## src/design/pcsi_regs.svh

```systemverilog
// Purpose: offsets, field positions, reset values and sizes for the program counter, stack and indirect block
// Assumes: 32-bit apb with one aligned word per register
// Notes:   definitions only
`ifndef PCSI_REGS_SVH
`define PCSI_REGS_SVH

// ==========================================================
// sizes
`define PCSI_PC_W        13
`define PCSI_STACK_DEPTH 8
`define PCSI_INT_VECTOR  13'h0004

// ==========================================================
// apb byte offsets
`define PCSI_OFF_PCLOW   12'h000
`define PCSI_OFF_PC_HIGH_LATCH  12'h004
`define PCSI_OFF_FSR     12'h008
`define PCSI_OFF_BANK    12'h00C
`define PCSI_OFF_PCFULL  12'h010

// ==========================================================
// file addresses seen by instructions (low seven bits, mirrored in every bank)
`define PCSI_FA_INDIRECT_DATA_PORT     7'h00
`define PCSI_FA_PCL      7'h02
`define PCSI_FA_STATUS   7'h03
`define PCSI_FA_FSR      7'h04
`define PCSI_FA_PC_HIGH_LATCH   7'h0A

// ==========================================================
// field positions
`define PCSI_STAT_IRP    7
`define PCSI_STAT_RP_HI  6
`define PCSI_STAT_RP_LO  5
`define PCSI_CG_HI       4
`define PCSI_CG_LO       3

// ==========================================================
// reset values
`define PCSI_PC_RST      13'h0000
`define PCSI_PC_HIGH_LATCH_RST  5'h00
`define PCSI_FSR_RST     8'h00
`define PCSI_BANK_RST    3'h0

`endif

```

## src/design/pcsi_pkg.sv

```systemverilog
// Purpose: shared types of the program counter, stack and indirect block
// Assumes: nothing
// Notes:   constants live in pcsi_regs.svh
package pcsi_pkg;
  typedef logic [12:0] pcsi_pc_t;
  typedef enum logic [2:0] {
    PCSI_HOLD,
    PCSI_STEP,
    PCSI_JUMP,
    PCSI_LATCHED,
    PCSI_CALL,
    PCSI_RET,
    PCSI_VECTOR
  } pcsi_pcsrc_t;
endpackage : pcsi_pkg

```

## src/design/pcsi_ret_stack.sv

```systemverilog
// Purpose: circular hardware return stack
// Assumes: push and pop never in the same cycle
// Notes:   no overflow or underflow indication by design
`timescale 1ns/10ps
`default_nettype none
`include "pcsi_regs.svh"
module pcsi_ret_stack #(
  parameter int WIDTH = `PCSI_PC_W,
  parameter int DEPTH = `PCSI_STACK_DEPTH
) (
  // clock and reset
  input  wire logic             clk,
  input  wire logic             sys_rst,
  // push and pop
  input  wire logic             pushEn,
  input  wire logic [WIDTH-1:0] pushData,
  input  wire logic             popEn,
  output logic      [WIDTH-1:0] topData
);
  localparam int PW = $clog2(DEPTH);

  logic [WIDTH-1:0] entry_ff [DEPTH];
  logic [PW-1:0]    ptr_ff;
  logic [PW-1:0]    topIdx;

  // ==========================================================
  // pointer wraps, so the ninth push lands on the first slot
  assign topIdx  = ptr_ff - PW'(1);
  assign topData = entry_ff[topIdx];

  always_ff @(posedge clk) begin
    if (sys_rst) begin
      ptr_ff <= '0;
    end else if (pushEn) begin
      ptr_ff <= ptr_ff + PW'(1);
    end else if (popEn) begin
      ptr_ff <= topIdx;
    end
  end

  always_ff @(posedge clk) begin
    if (sys_rst) begin
      for (int i = 0; i < DEPTH; i++) begin
        entry_ff[i] <= '0;
      end
    end else if (pushEn) begin
      entry_ff[ptr_ff] <= pushData;
    end
  end
endmodule : pcsi_ret_stack
`default_nettype wire

```

## src/design/pcsi_core.sv

```systemverilog
// Purpose: program counter, return stack control and indirect data addressing
// Assumes: decoder raises at most one flow strobe per cycle; one instruction per clk
// Notes:   apb slave with no wait states; memory address outputs lag the request by one clk
//
// Design decisions made here: the APB register port and the address map.
`timescale 1ns/10ps
`default_nettype none
`include "pcsi_regs.svh"

module pcsi_core #(
  parameter int                DEPTH      = `PCSI_STACK_DEPTH,
  parameter pcsi_pkg::pcsi_pc_t INT_VECTOR = `PCSI_INT_VECTOR
) (
  // clock and reset
  input  wire logic        clk,
  input  wire logic        sys_rst,
  // apb slave
  input  wire logic [11:0] paddr,
  input  wire logic        psel,
  input  wire logic        penable,
  input  wire logic        pwrite,
  input  wire logic [31:0] pwdata,
  output logic      [31:0] prdata,
  output logic             pready,
  output logic             pslverr,
  // instruction flow from the decoder
  input  wire logic        stepEn,
  input  wire logic        callEn,
  input  wire logic        gotoEn,
  input  wire logic        retEn,
  input  wire logic        intEn,
  input  wire logic [10:0] jumpTarget,
  output logic      [12:0] pcOut,
  // data file access from the decoder
  input  wire logic [6:0]  fileAddr,
  input  wire logic        fileRdEn,
  input  wire logic        fileWrEn,
  input  wire logic [7:0]  fileWrData,
  // data memory side
  output logic      [8:0]  memAddr,
  output logic             memRdEn,
  output logic             memWrEn,
  output logic      [7:0]  memWrData,
  output logic             memRdZero
);

  // ==========================================================
  // state
  pcsi_pkg::pcsi_pc_t    pc_ff;
  pcsi_pkg::pcsi_pc_t    nxt_pc;
  pcsi_pkg::pcsi_pcsrc_t pcSrc;
  logic [4:0]            pc_high_latch_ff;
  logic [7:0]            fsr_ff;
  logic [2:0]            bank_ff;
  logic [31:0]           prdata_ff;
  logic                  pslverr_ff;
  logic [8:0]            memAddr_ff;
  logic                  memRdEn_ff;
  logic                  memWrEn_ff;
  logic [7:0]            memWrData_ff;
  logic                  memRdZero_ff;

  // ==========================================================
  // helpers
  function automatic logic fa_hit(input logic [8:0] addr, input logic [6:0] code);
    fa_hit = (addr[6:0] == code);
  endfunction : fa_hit

  function automatic logic off_hit(input logic [11:0] addr, input logic [11:0] off);
    off_hit = (addr == off);
  endfunction : off_hit

  // ==========================================================
  // effective data address
  logic       isIndirect;
  logic       indSelf;
  logic [8:0] effAddr;
  logic       coreWr;
  logic       coreRd;

  assign isIndirect = (fileAddr == `PCSI_FA_INDIRECT_DATA_PORT);
  assign indSelf    = isIndirect && (fsr_ff[6:0] == `PCSI_FA_INDIRECT_DATA_PORT);
  always_comb begin
    if (isIndirect) begin
      effAddr = {bank_ff[2], fsr_ff};
    end else begin
      effAddr = {bank_ff[1:0], fileAddr};
    end
  end
  // a write through the port onto itself is dropped; the decoder may still set flags
  assign coreWr = fileWrEn && !indSelf;
  assign coreRd = fileRdEn;

  // ==========================================================
  // apb decode: setup phase latches read data, access phase completes
  logic apbSetup;
  logic apbWr;
  logic apbMapped;

  assign apbSetup  = psel && !penable;
  assign apbWr     = psel && penable && pwrite;
  assign apbMapped = off_hit(paddr, `PCSI_OFF_PCLOW) || off_hit(paddr, `PCSI_OFF_PC_HIGH_LATCH)
                  || off_hit(paddr, `PCSI_OFF_FSR) || off_hit(paddr, `PCSI_OFF_BANK)
                  || off_hit(paddr, `PCSI_OFF_PCFULL);
  assign pready  = psel && penable;
  assign prdata  = prdata_ff;
  assign pslverr = pslverr_ff && pready;

  always_ff @(posedge clk) begin
    if (sys_rst) begin
      prdata_ff  <= 32'h00000000;
      pslverr_ff <= 1'b0;
    end else if (apbSetup) begin
      pslverr_ff <= !apbMapped;
      if (off_hit(paddr, `PCSI_OFF_PCLOW)) begin
        prdata_ff <= {24'h000000, pc_ff[7:0]};
      end else if (off_hit(paddr, `PCSI_OFF_PC_HIGH_LATCH)) begin
        prdata_ff <= {27'h0000000, pc_high_latch_ff};
      end else if (off_hit(paddr, `PCSI_OFF_FSR)) begin
        prdata_ff <= {24'h000000, fsr_ff};
      end else if (off_hit(paddr, `PCSI_OFF_BANK)) begin
        prdata_ff <= {24'h000000, bank_ff, 5'h00};
      end else if (off_hit(paddr, `PCSI_OFF_PCFULL)) begin
        prdata_ff <= {19'h00000, pc_ff};
      end else begin
        prdata_ff <= 32'h00000000;
      end
    end
  end

  // ==========================================================
  // writes to pc low, from an instruction or from apb; instruction wins
  logic       coreWrPcl;
  logic       pclWr;
  logic [7:0] pclData;

  assign coreWrPcl = coreWr && fa_hit(effAddr, `PCSI_FA_PCL);
  assign pclWr     = coreWrPcl || (apbWr && off_hit(paddr, `PCSI_OFF_PCLOW));
  assign pclData   = coreWrPcl ? fileWrData : pwdata[7:0];

  // ==========================================================
  // program counter source select
  pcsi_pkg::pcsi_pc_t stackTop;
  logic               pushEn;

  always_comb begin
    if (retEn) begin
      pcSrc = pcsi_pkg::PCSI_RET;
    end else if (intEn) begin
      pcSrc = pcsi_pkg::PCSI_VECTOR;
    end else if (callEn) begin
      pcSrc = pcsi_pkg::PCSI_CALL;
    end else if (gotoEn) begin
      pcSrc = pcsi_pkg::PCSI_JUMP;
    end else if (pclWr) begin
      pcSrc = pcsi_pkg::PCSI_LATCHED;
    end else if (stepEn) begin
      pcSrc = pcsi_pkg::PCSI_STEP;
    end else begin
      pcSrc = pcsi_pkg::PCSI_HOLD;
    end
  end

  always_comb begin
    case (pcSrc)
      pcsi_pkg::PCSI_RET:     nxt_pc = stackTop;
      pcsi_pkg::PCSI_VECTOR:  nxt_pc = INT_VECTOR;
      pcsi_pkg::PCSI_CALL,
      pcsi_pkg::PCSI_JUMP:    nxt_pc = {pc_high_latch_ff[`PCSI_CG_HI:`PCSI_CG_LO], jumpTarget};
      // offset added by the alu lands here; no carry into the upper bits
      pcsi_pkg::PCSI_LATCHED: nxt_pc = {pc_high_latch_ff, pclData};
      pcsi_pkg::PCSI_STEP:    nxt_pc = pc_ff + 13'h0001;
      pcsi_pkg::PCSI_HOLD:    nxt_pc = pc_ff;
      default:                nxt_pc = pc_ff;
    endcase
  end

  always_ff @(posedge clk) begin
    if (sys_rst) begin
      pc_ff <= `PCSI_PC_RST;
    end else begin
      pc_ff <= nxt_pc;
    end
  end
  assign pcOut = pc_ff;

  // ==========================================================
  // return stack; the pointer has no software path at all
  assign pushEn = (callEn || intEn) && !retEn;

  pcsi_ret_stack #(
    .WIDTH (`PCSI_PC_W),
    .DEPTH (DEPTH)
  ) u_stack (
    .clk      (clk),
    .sys_rst  (sys_rst),
    .pushEn   (pushEn),
    .pushData (pc_ff),
    .popEn    (retEn),
    .topData  (stackTop)
  );

  // ==========================================================
  // special registers; only explicit writes touch the latch, never stack traffic
  always_ff @(posedge clk) begin
    if (sys_rst) begin
      pc_high_latch_ff <= `PCSI_PC_HIGH_LATCH_RST;
    end else if (coreWr && fa_hit(effAddr, `PCSI_FA_PC_HIGH_LATCH)) begin
      pc_high_latch_ff <= fileWrData[4:0];
    end else if (apbWr && off_hit(paddr, `PCSI_OFF_PC_HIGH_LATCH)) begin
      pc_high_latch_ff <= pwdata[4:0];
    end
  end

  always_ff @(posedge clk) begin
    if (sys_rst) begin
      fsr_ff <= `PCSI_FSR_RST;
    end else if (coreWr && fa_hit(effAddr, `PCSI_FA_FSR)) begin
      fsr_ff <= fileWrData;
    end else if (apbWr && off_hit(paddr, `PCSI_OFF_FSR)) begin
      fsr_ff <= pwdata[7:0];
    end
  end

  always_ff @(posedge clk) begin
    if (sys_rst) begin
      bank_ff <= `PCSI_BANK_RST;
    end else if (coreWr && fa_hit(effAddr, `PCSI_FA_STATUS)) begin
      bank_ff <= fileWrData[`PCSI_STAT_IRP:`PCSI_STAT_RP_LO];
    end else if (apbWr && off_hit(paddr, `PCSI_OFF_BANK)) begin
      bank_ff <= pwdata[`PCSI_STAT_IRP:`PCSI_STAT_RP_LO];
    end
  end

  // ==========================================================
  // data memory request, registered
  always_ff @(posedge clk) begin
    if (sys_rst) begin
      memAddr_ff   <= 9'h000;
      memRdEn_ff   <= 1'b0;
      memWrEn_ff   <= 1'b0;
      memWrData_ff <= 8'h00;
      memRdZero_ff <= 1'b0;
    end else begin
      memAddr_ff   <= effAddr;
      memRdEn_ff   <= coreRd && !indSelf;
      memWrEn_ff   <= coreWr;
      memWrData_ff <= fileWrData;
      memRdZero_ff <= coreRd && indSelf;
    end
  end
  assign memAddr   = memAddr_ff;
  assign memRdEn   = memRdEn_ff;
  assign memWrEn   = memWrEn_ff;
  assign memWrData = memWrData_ff;
  assign memRdZero = memRdZero_ff;

  // ==========================================================
  // checks
  a_pc_reset: assert property (@(posedge clk) sys_rst |=> pcOut == 13'h0000)
    else $error("pc not cleared by reset");

  a_pcl_load: assert property (@(posedge clk) disable iff (sys_rst)
    (pcSrc == pcsi_pkg::PCSI_LATCHED) |=> pcOut == {$past(pc_high_latch_ff), $past(pclData)})
    else $error("pc low write did not load latch bits");

  a_goto_load: assert property (@(posedge clk) disable iff (sys_rst)
    (gotoEn && !callEn && !intEn && !retEn)
      |=> pcOut == {$past(pc_high_latch_ff[4:3]), $past(jumpTarget)})
    else $error("goto target wrong");

  a_call_return: assert property (@(posedge clk) disable iff (sys_rst)
    (callEn && !intEn && !retEn) ##1 (retEn && !callEn) |=> pcOut == $past(pcOut, 2))
    else $error("return did not restore pushed pc");

  a_latch_kept: assert property (@(posedge clk) disable iff (sys_rst)
    ((callEn || retEn || intEn) && !fileWrEn && !apbWr) |=> $stable(pc_high_latch_ff))
    else $error("latch changed by stack traffic");

  a_self_rd_zero: assert property (@(posedge clk) disable iff (sys_rst)
    (fileRdEn && isIndirect && fsr_ff[6:0] == 7'h00) |=> memRdZero && !memRdEn)
    else $error("self indirect read not zero");

  a_self_wr_drop: assert property (@(posedge clk) disable iff (sys_rst)
    (fileWrEn && isIndirect && fsr_ff[6:0] == 7'h00) |=> !memWrEn)
    else $error("self indirect write reached memory");

  a_ind_addr: assert property (@(posedge clk) disable iff (sys_rst)
    ((fileRdEn || fileWrEn) && isIndirect) |=> memAddr == {$past(bank_ff[2]), $past(fsr_ff)})
    else $error("indirect address wrong");

  a_dir_bank: assert property (@(posedge clk) disable iff (sys_rst)
    ((fileRdEn || fileWrEn) && !isIndirect) |=> memAddr == {$past(bank_ff[1:0]), $past(fileAddr)})
    else $error("direct bank wrong");

endmodule : pcsi_core
`default_nettype wire

```

## config.mk

```make
export PLATFORM = sky130hd
export DESIGN_NAME = pcsi_core
export DESIGN_NICKNAME = d
export VERILOG_FILES = /design/src/design/pcsi_pkg.sv /design/src/design/pcsi_ret_stack.sv /design/src/design/pcsi_core.sv
export VERILOG_INCLUDE_DIRS = /design/src /design/src/design
export SDC_FILE = /design/constraint.sdc
export NUM_CORES = 1
export LEC_CHECK = 0
export ABC_AREA = 1
export BUFFER_PORTS_ARGS = -buffer_cell sky130_fd_sc_hd__buf_2
export CAP_MARGIN = 20
export CELL_PAD_IN_SITES_DETAIL_PLACEMENT = 0
export CELL_PAD_IN_SITES_GLOBAL_PLACEMENT = 2
export CORE_ASPECT_RATIO = 0.8
export CORE_UTILIZATION = 30
export DETAILED_ROUTE_END_ITERATION = 8
export PLACE_DENSITY = 0.83
export SLEW_MARGIN = 20
export SYNTH_ARGS = -nofsm -noshare
export SYNTH_HDL_FRONTEND = slang
export SYNTH_SLANG_ARGS = --single-unit
```

## constraint.sdc

```tcl
create_clock -name clk -period 2.7 [get_ports clk]
set_clock_uncertainty 0.1 [all_clocks]
set_input_delay 0.81 -clock clk [delete_from_list [all_inputs] [get_ports clk]]
set_output_delay 0.81 -clock clk [all_outputs]
set_load 0.05 [all_outputs]
```

==> impl_metrics.csv <==
group,metric,value,unit
status,outcome,"finished, final reports clean",
critical_path,rr_startpoint,"fsr_ff[3]",
yosys,ys_dominant_reg_cell,"edfxtp_1",
routing,drtIter0Drc,576,
critical_path,crit_path_start,"fileAddr[2]",
place,place_congestion,0.855,
power_and_ir_drop,power,0.00668,W
timing,slew_headroom,0.584,
yosys,yosys.cell_types.count,44,
timing,finalCriticalPeriod,2.53,ns
job,drv_cap,0,
power_and_ir_drop,vdd_drop_max,390,µV
cells_and_area,nNetsFinal,1273,
floorplanning,die_x,190,µm
cells_and_area,seq_area,0.00444,mm²
floorplanning,rows,54,
yosys,yosysWarnings,0,
floorplanning,io_pins,149,
critical_path,cp_num_buf_inv,3,
global_route,antenna_found_initial,0,
timing,slew_viol_final,0,
floorplanning,die_y,152,µm
critical_path,crit_path_max_fanout,13,
cells_and_area,layout_common_cells,"nor2_1, nand2_1, buf_2",
yosys,yosysSeqAreaShare,0.523,
critical_path,critical_path_class,"in -> reg",
floorplanning,dieArea,0.0290,mm²
cells_and_area,final_common_cell,"nor2_1",
clocking,cts_buffers,17,
cells_and_area,antennaDiodeCount,0,
critical_path,crit_family,"simple AND/OR/NAND/NOR gates",
cells_and_area,area_growth,25.7,%
yosys,synth_top_area_frac,0.368,
floorplanning,initial_core_util,0.308,
place,hpwl,19800,µm
yosys,syn-cell-area,0.00849,mm²
timing,fmax,395,MHz
routing,dr.pass1.iters,5,
routing,routed_wl,27100,µm
routing,ant_nets,0,
timing,fin_ws,0.167,ns
yosys,synth_edf_count,104,
place,pre_cts_slack,-0.335,ns
critical_path,worstSetupEndpointType,"register",
timing,setup_viol,0,
critical_path,slowest_stage,"a21oi_1",
worst_hold_path,hp-start,"prdata[8]",
clocking,clkTransAtPathRegs,0.07,ns
clocking,cts_tree,"done",
yosys,ys_ff_latch,170,
global_route,track_usage,0.190,
critical_path,cp.required,2.96,ns
power_and_ir_drop,leakage,4.50,nW
cells_and_area,layout-drive-gt1-share,0.232,
clocking,cts.sinks,170,
clocking,h-tree-depth,4,
clocking,clockRootBuffer,"clkbuf_16",
floorplanning,core,0.0276,mm²
power_and_ir_drop,power_density,626,mW/mm²
critical_path,cpPeakStageDelay,0.17,ns
clocking,clockBufferDepth,2,
yosys,synth_top_area_cell,"edfxtp_1",
cells_and_area,n_fill_cell,2847,
critical_path,startpoint_type,"input port",
timing,final_hold_viol_count,0,
global_route,grt-ovfl-total,0,
routing,viasPerCell,4.84,
global_route,grt_pass1_vias,7063,
critical_path,cp_cell_sequence,"buf_2 -> nor2_1 -> nand2_1 -> nor2_2 -> buf_6 -> a21oi_1 -> nand2_1 -> nor2_4 -> nand3_4 -> nand3_2 -> nand2_2 -> nand2_4 -> nand3_1 -> nand2_2 -> buf_12 -> nand2_1 -> nand3_1 -> nand2_1 -> a21oi_1",
place,io_buffer_count,105,
worst_hold_path,min_path_type,"reg -> reg",
routing,avgRoutedWirePerCell,17.3,µm
yosys,async_reset_ff_frac,0,
global_route,grt_max_degree,56,
routing,via_count,7573,
critical_path,critPathMostFrequentCell,"nand2_1",
cells_and_area,multi_input_area,0.00346,mm²
timing,worst_pin_slew,0.624,ns
clocking,insertion_delay,0.44,ns
global_route,grt_pass1_wl,41700,µm
yosys,synth_area_leaders,"edfxtp_1, dfxtp_1, nor2_1, nand2_1, o21ai_0",
yosys,syn_inst,1012,
critical_path,worstPathArrival,2.79,ns
routing,drc,0,
yosys,synth.avg_cell_area,8.39,µm²
timing,fin_crit_sh,0.938,
area by class of cell:
cell class | instances | share of cell area
repair buffers | 213 | 0.133
well taps | 364 | 0.0427
multi-input cells | 702 | 0.324
clock buffers | 17 | 0.0399
flip-flops and latches | 170 | 0.416
inverters | 84 | 0.0298
clock inverters | 15 | 0.0142
metrics by stage:
step           setup TNS, ns  instance area [µm²]  instances  hold WS [ns]  utilization
3_5_place_dp           -4.13                10000       1533         0.354        0.364
3_3_place_gp           -3.64                10000       1533         0.352        0.364
6_report                   0                10700       1565         0.364        0.387
4_1_cts                    0                10600       1565         0.366        0.385
2_1_floorplan              0                 8560       1030         0.345            -
5_1_grt             -0.00706                10700       1565         0.385        0.387
cell families (layout without fill, tap and decap cells):
kind of cell,Yosys count,in the layout,synth area share
XOR/XNOR,12,12,0.0124
buffers and inverters,158,329,0.0825
adder cells (fa/ha/maj),3,3,0.00442
AND/OR/NAND/NOR,466,466,0.234
multiplexers,5,5,0.00663
AO/OA/AOI/OAI,197,197,0.137
flip-flops,170,170,0.523
other,1,19,0.000442
timing repair:
| item | 4_1_cts | 5_1_grt |
|---|---|---|
| endpoints found under the hold margin | 0 | 0 |
| setup endpoints to repair | 0 | 13 |
| gates resized for setup | 0 | 14 |
| buffers inserted | 0 | 0 |
| hold buffers | 0 | 0 |
registers in the layout, indices dropped and copies added (netlist names):
name	cells
pc_high_latch_ff	5
memWrEn	1
fsr_ff	8
memAddr	9
bank_ff	3
pcOut	13
u_stack.entry_ff	104
memRdEn	1
memRdZero	1
memWrData	8
prdata	13
pslverr_ff	1
u_stack.ptr_ff	3
report_power, final:
part           total, W  internal (W)  switching, W
clock network   0.00245       0.00123       0.00122
logic           0.00130      0.000395      0.000905
registers       0.00293       0.00287     0.0000677
total           0.00668       0.00449       0.00219
worst paths after layout:
kind / end / slack, ns / depth (start not counted)
hold reg to reg: prdata[8] / 0.36 / 2
hold / removal: prdata[8] / 0.36 / 2
setup reg to reg: pcOut[2] / 0.20 / 16
setup / recovery: pcOut[2] / 0.17 / 19
metal layers:
layer,GRT usage,up-vias,routed length (µm)
met4,0.0453,0,243
li1,-,3722,-
met3,0.0385,16,1800
met2,0.263,230,11200
met5,0,-,0
met1,0.297,3605,13900
synthesized netlist by cell type (4+ instances only):
| master | number |
|---|---|
| a21oi_1 | 42 |
| a31oi_1 | 10 |
| buf_4 | 20 |
| buf_6 | 4 |
| clkbuf_1 | 46 |
| clkinv_1 | 5 |
| dfxtp_1 | 66 |
| edfxtp_1 | 104 |
| inv_1 | 75 |
| inv_2 | 4 |
| mux2_2 | 5 |
| nand2_1 | 159 |
| nand3_1 | 46 |
| nand3b_1 | 12 |
| nor2_1 | 220 |
| nor2_2 | 4 |
| nor3_1 | 6 |
| nor4_1 | 4 |
| o21ai_0 | 96 |
| o221ai_1 | 14 |
| o22ai_1 | 16 |
| xor2_1 | 11 |
worst min-delay path, stage by stage, from the launching register on:
cell and delay (ns):
dfxtp_1 0.31, nand2_1 0.06, a21oi_1 0.05
(Power assumes the default switching activity.)
